[src/logic/tqtc_pkg.sv]
// Constants for the over-torque flag and trip-code output block.
// Assumes one system clock; the register map is reached over APB.
//
// Notes on behaviour
// - Raise over-torque flag while estimated torque exceeds present quadrant threshold.
// - Selector value 07 on any terminal or relay routes the flag there.
// - Four thresholds: forward power, reverse regen, reverse power, forward regen.
// - Each threshold holds whole percent 0 to 150 of rated torque.
// - Flag is defined only in the three vector control modes.
// - Code width select: 00 off, 01 three bits, 02 four bits.
// - Active coding overrides terminals 11-13 or 11-14, lsb on terminal 11.
// - Binary cause code while tripped, all zero in normal operation.
// - Codes 1-6: overcurrent, overload, overvoltage, undervoltage, power loss, switch error.
// - Four-bit codes 7-11: resistor, internal fault, sensor, external group, ground fault.
// - Four-bit codes 12-15: sequence fault, overheat, phase loss, user/option trips.
package tqtc_pkg;

	// ****************************************
	// register map
	// ****************************************
	localparam logic [7:0] REG_CTRL = 8'h00;
	localparam logic [7:0] REG_CODE_WIDTH = 8'h04;
	localparam logic [7:0] REG_TERM_SEL0 = 8'h08;
	localparam logic [7:0] REG_RELAY_SEL = 8'h1C;
	localparam logic [7:0] REG_LIMIT0 = 8'h20;
	localparam logic [7:0] REG_STATUS = 8'h30;
	localparam logic [7:0] REG_IRQ_STAT = 8'h34;
	localparam logic [7:0] REG_IRQ_MASK = 8'h38;
	localparam logic [7:0] ADDR_STEP = 8'h04;

	// ****************************************
	// field values
	// ****************************************
	localparam logic [7:0] FUNC_TORQUE_OVER = 8'h07;
	localparam logic [1:0] WIDTH_OFF = 2'h0;
	localparam logic [1:0] WIDTH_3BIT = 2'h1;
	localparam logic [1:0] WIDTH_4BIT = 2'h2;
	localparam logic [7:0] LIMIT_MAX = 8'h96;
	localparam logic [7:0] LIMIT_RESET = 8'h64;
	localparam logic [3:0] CODE_OTHER_3BIT = 4'h7;
	localparam int IRQ_FLAG_RISE = 0;
	localparam int IRQ_TRIP_ENTRY = 1;

	// quadrant encoding of the torque estimate
	localparam logic [1:0] QUAD_FWD_POWER = 2'h0;
	localparam logic [1:0] QUAD_REV_REGEN = 2'h1;
	localparam logic [1:0] QUAD_REV_POWER = 2'h2;
	localparam logic [1:0] QUAD_FWD_REGEN = 2'h3;

	typedef enum logic [2:0] {
		CM_CONST_TORQUE,
		CM_REDUCED_TORQUE,
		CM_FREE_VF,
		CM_SENSORLESS,
		CM_SENSORLESS_0HZ,
		CM_WITH_SENSOR
	} tqtc_method_t;

	// trip factor numbers of the cause groups
	localparam logic [6:0] E_SEQ_LO = 7'h2B;
	localparam logic [6:0] E_SEQ_HI = 7'h2D;
	localparam logic [6:0] E_USER_LO = 7'h32;
	localparam logic [6:0] E_USER_HI = 7'h4F;

endpackage

[src/logic/tqtc_top.sv]
// Over-torque flag and trip-code driver for the output terminals.
// Assumes torque estimate, quadrant and trip inputs come from logic on CLK_SYS;
// APB master on the same clock.
//
// The APB register port and the address map are this design's own decisions.
`timescale 1ns/10ps
`default_nettype none
module tqtc_top #(
	parameter int N_TERM = 5,
	parameter int TORQUE_W = 9
) (
	input wire logic CLK_SYS,
	input wire logic RESET,
	input wire logic CE,
	input wire logic PSEL,
	input wire logic PENABLE,
	input wire logic PWRITE,
	input wire logic [7:0] PADDR,
	input wire logic [31:0] PWDATA,
	output logic [31:0] PRDATA,
	output logic PREADY,
	output logic PSLVERR,
	input wire logic [TORQUE_W-1:0] TORQUE_EST,
	input wire logic [1:0] TORQUE_QUAD,
	input wire logic TRIP_ACTIVE,
	input wire logic [6:0] TRIP_FACTOR,
	input wire logic [N_TERM-1:0] TERM_OTHER_FUNC,
	input wire logic RELAY_OTHER_FUNC,
	output logic [N_TERM-1:0] TERM_OUT,
	output logic RELAY_OUT,
	output logic TORQUE_OVER_FLAG,
	output logic [3:0] TRIP_CODE,
	output logic IRQ
);
	import tqtc_pkg::*;

	// ****************************************
	// registers and next values
	// ****************************************
	tqtc_method_t method_r;
	logic [1:0] width_r;
	logic [7:0] term_sel_r [N_TERM];
	logic [7:0] relay_sel_r;
	logic [7:0] limit_r [4];
	logic [1:0] irq_stat_r;
	logic [1:0] irq_mask_r;
	logic trip_act_r;
	logic [6:0] cause_r;
	logic [6:0] cause_nxt;
	logic flag_nxt;
	logic [3:0] code_nxt;
	logic [N_TERM-1:0] term_nxt;
	logic relay_nxt;
	logic [1:0] irq_stat_nxt;
	logic [31:0] rdata_nxt;
	logic unmapped;
	logic wr_en;
	logic acc;
	logic vector_mode;
	logic [7:0] limit_sel;
	logic [7:0] wr_limit;
	logic trip_entry;

	assign acc = CE && PSEL && PENABLE && PREADY;
	assign wr_en = acc && PWRITE && !unmapped;
	assign trip_entry = TRIP_ACTIVE && !trip_act_r;

	// ****************************************
	// trip factor to code
	// ****************************************
	function automatic logic [3:0] map_code(input logic [6:0] e, input logic [1:0] w);
		logic [3:0] c;
		c = 4'hF;
		if (e >= 7'h01 && e <= 7'h04) begin
			c = 4'h1;
		end else if (e == 7'h05 || e == 7'h26) begin
			c = 4'h2;
		end else if (e == 7'h07 || e == 7'h0F) begin
			c = 4'h3;
		end else if (e == 7'h09) begin
			c = 4'h4;
		end else if (e == 7'h10) begin
			c = 4'h5;
		end else if (e == 7'h1E) begin
			c = 4'h6;
		end else if (e == 7'h06) begin
			c = 4'h7;
		end else if (e == 7'h08 || e == 7'h0B || e == 7'h17 || e == 7'h19) begin
			c = 4'h8;
		end else if (e == 7'h0A) begin
			c = 4'h9;
		end else if (e == 7'h0C || e == 7'h0D || e == 7'h23 || e == 7'h24) begin
			c = 4'hA;
		end else if (e == 7'h0E) begin
			c = 4'hB;
		end else if (e >= E_SEQ_LO && e <= E_SEQ_HI) begin
			c = 4'hC;
		end else if (e == 7'h14 || e == 7'h15) begin
			c = 4'hD;
		end else if (e == 7'h18) begin
			c = 4'hE;
		end else if (e >= E_USER_LO && e <= E_USER_HI) begin
			c = 4'hF;
		end
		// causes outside 1..6 collapse to one code on a 3-bit output
		if (w == WIDTH_3BIT && c > 4'h6) begin
			c = CODE_OTHER_3BIT;
		end
		if (w == WIDTH_OFF) begin
			c = 4'h0;
		end
		return c;
	endfunction

	// ****************************************
	// torque comparison and terminal routing
	// ****************************************
	always_comb begin
		limit_sel = limit_r[TORQUE_QUAD];
		vector_mode = (method_r == CM_SENSORLESS) || (method_r == CM_SENSORLESS_0HZ) ||
			(method_r == CM_WITH_SENSOR);
		// outside vector modes the flag is held low; its value there has no meaning
		flag_nxt = vector_mode && (TORQUE_EST > {1'b0, limit_sel});
		cause_nxt = trip_entry ? TRIP_FACTOR : cause_r;
		code_nxt = TRIP_ACTIVE ? map_code(cause_nxt, width_r) : 4'h0;
		for (int i = 0; i < N_TERM; i++) begin
			term_nxt[i] = (term_sel_r[i] == FUNC_TORQUE_OVER) ? flag_nxt : TERM_OTHER_FUNC[i];
		end
		if (width_r == WIDTH_3BIT) begin
			term_nxt[2:0] = code_nxt[2:0];
		end else if (width_r == WIDTH_4BIT) begin
			term_nxt[3:0] = code_nxt;
		end
		relay_nxt = (relay_sel_r == FUNC_TORQUE_OVER) ? flag_nxt : RELAY_OTHER_FUNC;
	end

	always_ff @(posedge CLK_SYS) begin
		if (RESET) begin
			TORQUE_OVER_FLAG <= 1'b0;
			TRIP_CODE <= 4'h0;
			TERM_OUT <= '0;
			RELAY_OUT <= 1'b0;
			trip_act_r <= 1'b0;
			cause_r <= 7'h00;
		end else if (CE) begin
			TORQUE_OVER_FLAG <= flag_nxt;
			TRIP_CODE <= code_nxt;
			TERM_OUT <= term_nxt;
			RELAY_OUT <= relay_nxt;
			trip_act_r <= TRIP_ACTIVE;
			cause_r <= cause_nxt;
		end
	end

	// ****************************************
	// APB slave
	// ****************************************
	always_comb begin
		unmapped = 1'b0;
		rdata_nxt = 32'h0000_0000;
		if (PADDR == REG_CTRL) begin
			rdata_nxt[2:0] = method_r;
		end else if (PADDR == REG_CODE_WIDTH) begin
			rdata_nxt[1:0] = width_r;
		end else if (PADDR >= REG_TERM_SEL0 && PADDR < REG_RELAY_SEL && PADDR[1:0] == 2'h0) begin
			rdata_nxt[7:0] = term_sel_r[3'((PADDR - REG_TERM_SEL0) >> 2)];
		end else if (PADDR == REG_RELAY_SEL) begin
			rdata_nxt[7:0] = relay_sel_r;
		end else if (PADDR >= REG_LIMIT0 && PADDR < REG_STATUS && PADDR[1:0] == 2'h0) begin
			rdata_nxt[7:0] = limit_r[PADDR[3:2]];
		end else if (PADDR == REG_STATUS) begin
			rdata_nxt[7:0] = {TORQUE_QUAD, trip_act_r, TORQUE_OVER_FLAG, TRIP_CODE};
		end else if (PADDR == REG_IRQ_STAT) begin
			rdata_nxt[1:0] = irq_stat_r;
		end else if (PADDR == REG_IRQ_MASK) begin
			rdata_nxt[1:0] = irq_mask_r;
		end else begin
			unmapped = 1'b1;
		end
		// out-of-range thresholds clamp rather than wrap, so a bad write stays safe
		wr_limit = (PWDATA[31:8] != 24'h0 || PWDATA[7:0] > LIMIT_MAX) ? LIMIT_MAX : PWDATA[7:0];
	end

	// one wait state: PREADY rises the cycle after the first access cycle
	always_ff @(posedge CLK_SYS) begin
		if (RESET) begin
			PREADY <= 1'b0;
			PSLVERR <= 1'b0;
			PRDATA <= 32'h0000_0000;
		end else if (CE) begin
			PREADY <= PSEL && PENABLE && !PREADY;
			PSLVERR <= PSEL && PENABLE && !PREADY && unmapped;
			if (PSEL && PENABLE && !PREADY && !PWRITE) begin
				PRDATA <= rdata_nxt;
			end
		end
	end

	always_ff @(posedge CLK_SYS) begin
		if (RESET) begin
			method_r <= CM_CONST_TORQUE;
			width_r <= WIDTH_OFF;
			relay_sel_r <= 8'h00;
			for (int i = 0; i < N_TERM; i++) begin
				term_sel_r[i] <= 8'h00;
			end
			for (int q = 0; q < 4; q++) begin
				limit_r[q] <= LIMIT_RESET;
			end
			irq_mask_r <= 2'h0;
		end else if (wr_en) begin
			if (PADDR == REG_CTRL) begin
				if (PWDATA[2:0] <= CM_WITH_SENSOR) begin
					method_r <= tqtc_method_t'(PWDATA[2:0]);
				end
			end else if (PADDR == REG_CODE_WIDTH) begin
				if (PWDATA[1:0] != 2'h3) begin
					width_r <= PWDATA[1:0];
				end
			end else if (PADDR >= REG_TERM_SEL0 && PADDR < REG_RELAY_SEL) begin
				term_sel_r[3'((PADDR - REG_TERM_SEL0) >> 2)] <= PWDATA[7:0];
			end else if (PADDR == REG_RELAY_SEL) begin
				relay_sel_r <= PWDATA[7:0];
			end else if (PADDR >= REG_LIMIT0 && PADDR < REG_STATUS) begin
				limit_r[PADDR[3:2]] <= wr_limit;
			end else if (PADDR == REG_IRQ_MASK) begin
				irq_mask_r <= PWDATA[1:0];
			end
		end
	end

	// ****************************************
	// interrupts
	// ****************************************
	always_comb begin
		irq_stat_nxt = irq_stat_r;
		if (wr_en && PADDR == REG_IRQ_STAT) begin
			irq_stat_nxt = irq_stat_r & ~PWDATA[1:0];
		end
		// a new event wins over a clear written in the same cycle
		if (flag_nxt && !TORQUE_OVER_FLAG) begin
			irq_stat_nxt[IRQ_FLAG_RISE] = 1'b1;
		end
		if (trip_entry) begin
			irq_stat_nxt[IRQ_TRIP_ENTRY] = 1'b1;
		end
	end

	always_ff @(posedge CLK_SYS) begin
		if (RESET) begin
			irq_stat_r <= 2'h0;
			IRQ <= 1'b0;
		end else if (CE) begin
			irq_stat_r <= irq_stat_nxt;
			IRQ <= |(irq_stat_nxt & irq_mask_r);
		end
	end
endmodule
`default_nettype wire

[config.mk]
export PLATFORM = sky130hd
export DESIGN_NAME = tqtc_top
export DESIGN_NICKNAME = d
export VERILOG_FILES = /design/src/logic/tqtc_pkg.sv /design/src/logic/tqtc_top.sv
export SDC_FILE = /design/constraint.sdc
export NUM_CORES = 1
export LEC_CHECK = 0
export BUFFER_PORTS_ARGS = -buffer_cell sky130_fd_sc_hd__buf_2
export CAP_MARGIN = 25
export CORE_ASPECT_RATIO = 0.5
export CORE_UTILIZATION = 58
export DETAILED_ROUTE_END_ITERATION = 12
export PLACE_DENSITY = 0.91
export SYNTH_ARGS = -nofsm -noshare
export SYNTH_HDL_FRONTEND = slang
export SYNTH_SLANG_ARGS = --single-unit
[constraint.sdc]
create_clock -name CLK_SYS -period 3.3 [get_ports CLK_SYS]
set_input_delay 0.33 -clock CLK_SYS [delete_from_list [all_inputs] [get_ports CLK_SYS]]
set_output_delay 0.33 -clock CLK_SYS [all_outputs]
set_load 0.02 [all_outputs]
==> Yosys cells after proc, flatten, opt, wreduce, memory -nomap -nowiden <==
Memories as Yosys holds them, arrays and structs flattened.
Cells that the tools add are included.
{ "totals": {"ff_bits": 47, "mem_bits_rw": 72, "out_inout_bits": 46, "word_cells": 197, "n_memories": 2} }
{ "memory_table": {"columns": ["name", "depth", "word_bits", "rd", "rd_ports_with_merged_regs", "write_ports", "line", "source"], "rows": [
  ["term_sel_r", 5, 8, 6, 0, 5, "tqtc_top.sv:42", "logic [7:0] term_sel_r [N_TERM];"],
  ["limit_r", 4, 8, 2, 0, 4, "tqtc_top.sv:44", "logic [7:0] limit_r [4];"]
]} }
{ "op_classes": {"n_addsub": 1, "order_cmp": 12, "n_eq_ne": 38, "n_mux": 72, "bitwise": 8, "reduce_logical": 49} }
{ "ops": {"columns": ["operator", "n"], "rows": [
  ["7-bit by 4-bit equality test with 1-bit output, second input constant", 8],
  ["8-bit by 3-bit equality test with 1-bit output, second input constant", 7],
  ["7-bit by 5-bit equality test with 1-bit output, second input constant", 7],
  ["8-bit two-way mux", 6],
  ["4-bit two-way mux", 11],
  ["1-bit two-way mux", 36],
  ["8-bit by 6-bit equality test with 1-bit output, second input constant", 3],
  ["24-bit nonzero test", 1],
  ["7-bit by 3-bit equality test with 1-bit output, second input constant", 3],
  ["7-bit by 6-bit equality test with 1-bit output, second input constant", 3],
  ["3-bit two-way mux", 7],
  ["1-bit logical AND", 20],
  ["2-bit two-way mux", 8],
  ["8-bit OR reduction", 2],
  ["1-bit logical OR", 12],
  ["6-bit two-way mux", 2],
  ["9-bit by 8-bit greater-than comparator with 1-bit output", 1],
  ["8-bit by 5-bit equality test with 1-bit output, second input constant", 1],
  ["8-bit by 4-bit >= comparator with 1-bit output, second input constant", 1],
  ["8-bit by 6-bit >= comparator with 1-bit output, second input constant", 1],
  ["8-bit greater-than comparator, second input constant", 1],
  ["8-bit logical NOT", 1],
  ["8-bit by 5-bit less-than comparator with 1-bit output, second input constant", 1],
  ["8-bit by 6-bit less-than comparator with 1-bit output, second input constant", 1],
  ["other kinds (25)", 36]
]} }

==> Longest topological paths before layout <==
{ "depth": {"ltp_word": 25, "depth_mapped": 11} }

==> Least setup slack after synthesis <==
Ideal clock, no wire load.
{ "synth_path": {"kind": "input to register", "start": "input TORQUE_QUAD[0]", "end": "register TERM_OUT[1]", "setup_ns": 0.074, "arrival_ns": 2.636, "required_ns": 3.226, "slack_ns": 0.589, "cell_stages": 11, "n_path_buf": 1, "path_cell_list": "clkbuf_1 -> mux4_2 -> inv_1 -> ha_1 -> nor2b_1 -> o21a_1 -> o211ai_1 -> a31o_2 -> a211o_1 -> a21o_1 -> a31oi_1"} }
{ "synth_via": {"elab_chain_len": 6} }
{ "synth_rtl": {"columns": ["item", "line", "source"], "rows": [
  ["start: declaration", "tqtc_top.sv:24", "input wire logic [1:0] TORQUE_QUAD,"],
  ["memory 4 x 8 bit", null, null],
  ["9-bit by 8-bit greater-than comparator with 1-bit output", "tqtc_top.sv:123", "flag_nxt = vector_mode && (TORQUE_EST > {1'b0, limit_sel});"],
  ["1-bit logical AND", "tqtc_top.sv:123", null],
  ["1-bit two-way mux", "tqtc_top.sv:127", "term_nxt[i] = (term_sel_r[i] == FUNC_TORQUE_OVER) ? flag_nxt : TERM_OTHER_FUNC[i];"],
  ["4-bit two-way mux", "tqtc_top.sv:131", "end else if (width_r == WIDTH_4BIT) begin"],
  ["3-bit two-way mux", "tqtc_top.sv:129", "if (width_r == WIDTH_3BIT) begin"],
  ["end signal: assignment", "tqtc_top.sv:148", "TERM_OUT <= term_nxt;"],
  ["end: declaration", "tqtc_top.sv:29", "output logic [N_TERM-1:0] TERM_OUT,"]
]} }
Every way passes these cells.
A chain may end at the register's enable or synchronous reset.

==> Final worst setup path <==
{ "layout_path": {"start": "register trip_act_r", "end": "register TERM_OUT[2]"} }
{ "layout_via": {"elab_chain_len": 25, "word_cells_on_any_way": 60, "classes_between": "5 x order compare; 21 x eq/ne; 20 x mux; 14 x reduce/logical"} }
{ "layout_rtl": {"columns": ["item", "line", "source"], "rows": [
  ["start: declaration", "tqtc_top.sv:47", "logic trip_act_r;"],
  ["start signal: assignment", "tqtc_top.sv:143", "trip_act_r <= 1'b0;"],
  ["start signal: assignment", "tqtc_top.sv:150", "trip_act_r <= TRIP_ACTIVE;"],
  ["1-bit logical NOT *", "tqtc_top.sv:66", "assign trip_entry = TRIP_ACTIVE && !trip_act_r;"],
  ["1-bit logical AND *", "tqtc_top.sv:66", null],
  ["7-bit two-way mux *", "tqtc_top.sv:124", "cause_nxt = trip_entry ? TRIP_FACTOR : cause_r;"],
  ["branches (longest 14 deep; another with 7-bit by 6-bit >= comparator with 1-bit output)", null, null],
  ["4-bit two-way mux *", "tqtc_top.sv:74", "if (e >= 7'h01 && e <= 7'h04) begin"],
  ["4-bit by 3-bit greater-than comparator with 1-bit output", "tqtc_top.sv:106", "if (w == WIDTH_3BIT && c > 4'h6) begin"],
  ["1-bit logical AND", "tqtc_top.sv:106", null],
  ["4-bit two-way mux *", "tqtc_top.sv:106", null],
  ["4-bit two-way mux *", "tqtc_top.sv:109", "if (w == WIDTH_OFF) begin"],
  ["4-bit two-way mux *", "tqtc_top.sv:125", "code_nxt = TRIP_ACTIVE ? map_code(cause_nxt, width_r) : 4'h0;"],
  ["4-bit two-way mux", "tqtc_top.sv:131", null],
  ["3-bit two-way mux *", "tqtc_top.sv:129", null]
]} }
Every way passes the cells marked *.

==> metrics.md <==
| Metric | Value |
|---|---|
| Status | `finished clean` |
| Max-slew violations | `0` |
| Gpl congestion | `1.03` |
| Fin crit period | `2.86 ns` |
| Core Util, Final | `67.6%` |
| PD cells | `478 nW/um^2` |
| Pre-CTS setup slack | `0.404 ns` |
| Setup bufs post-CTS | `0` |
| Crit Path Class | `reg2reg` |
| Crit end category | `register` |
| Initial core utilization | `59.4%` |
| ANT cells | `0` |
| Critical path required time | `3.59 ns` |
| Clock transition at path regs | `0.07 ns` |
| Fin. Hold Viols | `0` |
| Worst-margin pin slew | `0.857 ns` |
| Vias | `6814` |
| Period utilization | `86.7%` |
| Total grt overflow | `0` |
| Yosys warns | `0` |
| Highest clock rate | `350 MHz` |
| Layout fillers | `863` |
| Initial antenna violation count | `0` |
| CP startpoint kind | `register` |
| Drt via density | `6.71` |
| Skew-Pair Late Insertion Delay | `0.44 ns` |
| GRT Total Usage | `32.4%` |
| CTS root buf | `clkbuf_16` |
| Placement row count | `30` |
| Largest net degree at the start of global routing | `58` |
| Number of DRC markers in iteration 0 | `1227` |
| Crit path largest cell delay | `0.65 ns` |
| Mapped cell area | `8060 um^2` |
| Cell with the most instances after synthesis | `edfxtp_1` |
| Placed Cells | `984` |
| Post-synthesis sequential area ratio | `47.5%` |
| H-tree Lvls | `4` |
| Syn-to-layout area delta | `13.7%` |
| Worst Skew | `0.00942 ns` |
| Syn Inst Count | `726` |
| Max Cap Viol | `0` |
| Core box area | `13600 um^2` |
| Num ports | `117` |
| Syn avg cell area | `11.1 um^2` |
| Cell Chain, Critical Path | `nor2b_2 -> mux2_2 -> or3_4 -> a211oi_4 -> nor4b_2 -> o21ai_1 -> a31oi_1` |
| Antenna-violating nets left | `0` |
| CTS tree | `built` |
| Leakage | `3.60 nW` |
| Kind of cell adding the most delay to the critical path | `simple AND/OR/NAND/NOR gates` |
| Fraction of layout cells with a size suffix above 1 | `24.8%` |
| Netlist cell types | `72` |
| Die Area | `14400 um^2` |
| Detail Placement HPWL | `15300 um` |
| Buf+Inv Stages, Crit Path | `0` |
| EDFF count, synth | `96` |
| # resized after CTS | `0` |
| Port Buffers | `92` |
| Die Y | `85.3 um` |
| CP max-delay cell | `nor2b_2` |
| Num CTS Buffers | `17` |
| Finished Layout Cells | `1016` |
| Die W | `169 um` |
| Crit-path max FO | `15` |
| List of most frequent post-synthesis cells | `edfxtp_1 (96), nor2_1 (82), dfxtp_1 (47)` |
| Synth top area share | `35.8%` |
| Hold Buf Count CTS | `0` |
| Hold Path Class | `in2reg` |
| First-pass GRT wire length | `34900 um` |
| Fin worst setup slack | `0.440 ns` |
| Leading cell types by total area after synthesis | `edfxtp_1 (36%), dfxtp_1 (12%), mux4_2 (8.9%)` |
| Residual DRC count | `0` |
| Nets@finish | `894` |
| Top FF cell, synth | `edfxtp_1` |
| Max clock buf depth | `2` |
| Slew margin rel. | `42.4%` |
| Final setup vio count | `0` |
| Async S/R FF share, synth | `0%` |
| Vias in the first global route | `6385` |
| Mean routed wirelength per cell | `22.1 um` |
| First-pass iteration count of the detailed router | `6` |
| Worst EP arrival | `3.15 ns` |
| Maximum vdd drop | `0.393 mV` |
| Final WL | `22500 um` |
| Unrepaired setup endpoints after global routing | `false` |
| Seq cells post-synth | `143` |
| Clock sinks | `143` |
| Cell taking the most area after synthesis | `edfxtp_1` |
| Setup TNS | `0 ns` |
## power breakdown
| group | switching [mW] | leakage (nW) | internal [mW] |
|---|---|---|---|
| registers | 0.0384 | 1.31 | 1.95 |
| clock network | 0.824 | 0.281 | 1.06 |
| logic | 0.316 | 2.01 | 0.190 |
| total | 1.18 | 3.60 | 3.20 |
## registers in the layout, summed over array words and instances (netlist names), 3 cells and up
signal / cells
relay_sel_r: 8
cause_r: 7
TERM_OUT: 5
PRDATA: 8
limit_r: 32
method_r: 3
TRIP_CODE: 4
term_sel_r: 64
## layout by cell type (no fill, tap or decap), types with 6 or more instances in the layout
| cell type | netlist | layout |
|---|---|---|
| a211oi_1 | 13 | 13 |
| a21o_1 | 6 | 6 |
| a21oi_1 | 18 | 18 |
| a31oi_1 | 8 | 8 |
| and2_1 | 8 | 8 |
| and3_1 | 45 | 45 |
| buf_2 | 7 | 92 |
| buf_4 | 29 | 17 |
| clkbuf_16 | 0 | 17 |
| conb_1 | 1 | 24 |
| dfxtp_1 | 47 | 47 |
| edfxtp_1 | 96 | 96 |
| ha_1 | 12 | 12 |
| inv_1 | 24 | 24 |
| mux2i_1 | 38 | 38 |
| mux4_2 | 32 | 32 |
| nand2_1 | 35 | 35 |
| nand2b_1 | 11 | 11 |
| nand3_1 | 8 | 8 |
| nand4_1 | 14 | 14 |
| nor2_1 | 82 | 82 |
| nor2b_1 | 12 | 12 |
| nor3_1 | 25 | 25 |
| nor4_1 | 12 | 12 |
| o211ai_1 | 10 | 10 |
| o21ai_0 | 14 | 14 |
| or2_2 | 6 | 6 |
## per-stage QoR
step | power [mW] | hold slack, ns | cell area (um^2)
6_report | 4.38 | 0.205 | 9160
5_1_grt | 4.48 | 0.227 | 9160
4_1_cts | 4.36 | 0.203 | 9160
3_5_place_dp | 2.51 | 0.484 | 8580
3_3_place_gp | 2.49 | 0.484 | 8580
2_1_floorplan | 2.36 | 0.429 | 8140
## path summary, 6_finish.rpt
kind                                startpoint          end  slack [ns]  cells after the start
worst min-delay path            TRIP_FACTOR[6]   cause_r[6]        0.21                      3
worst max-delay path                trip_act_r  TERM_OUT[2]        0.44                      7
worst min register to register     TERM_OUT[1]  TERM_OUT[1]        0.50                      2
worst max register to register      trip_act_r  TERM_OUT[2]        0.44                      7
## layout make-up
class	instances	area [um^2]	share of cell area (%)
multi-input cells	516	3840	41.9
flip-flops and latches	143	3820	41.8
repair buffers	109	588	6.42
clock buffers	17	425	4.65
well taps	192	240	2.62
clock inverters	15	151	1.65
inverters	24	90.1	0.984
## tightest hold or removal path, stage by stage
cell	delay [ns]
buf_2	0.12
mux2i_1	0.07
nor2_1	0.08
## kinds of logic (layout without fill, tap and decap cells)
| logic type | count (synthesis) | count (layout) | share of synthesized area [%] |
|---|---|---|---|
| compound gates | 116 | 116 | 10.6 |
| xor+xnor | 2 | 2 | 0.217 |
| fa+ha+maj | 12 | 12 | 1.86 |
| buf+inv | 90 | 165 | 6.03 |
| flops | 143 | 143 | 47.5 |
| mux | 75 | 75 | 14.4 |
| other cells | 1 | 24 | 0.0466 |
| simple gates | 287 | 287 | 19.4 |
## layer usage
layer / up-vias / GRT usage, % / routed length, um
li1: 2893 / - / -
met1: 3188 / 40.3 / 8240
met2: 619 / 53.2 / 10600
met3: 114 / 8.07 / 2630
met4: 0 / 16.9 / 1030
met5: - / 0 / 0
No activity file was read; power rests on OpenSTA's default activity.
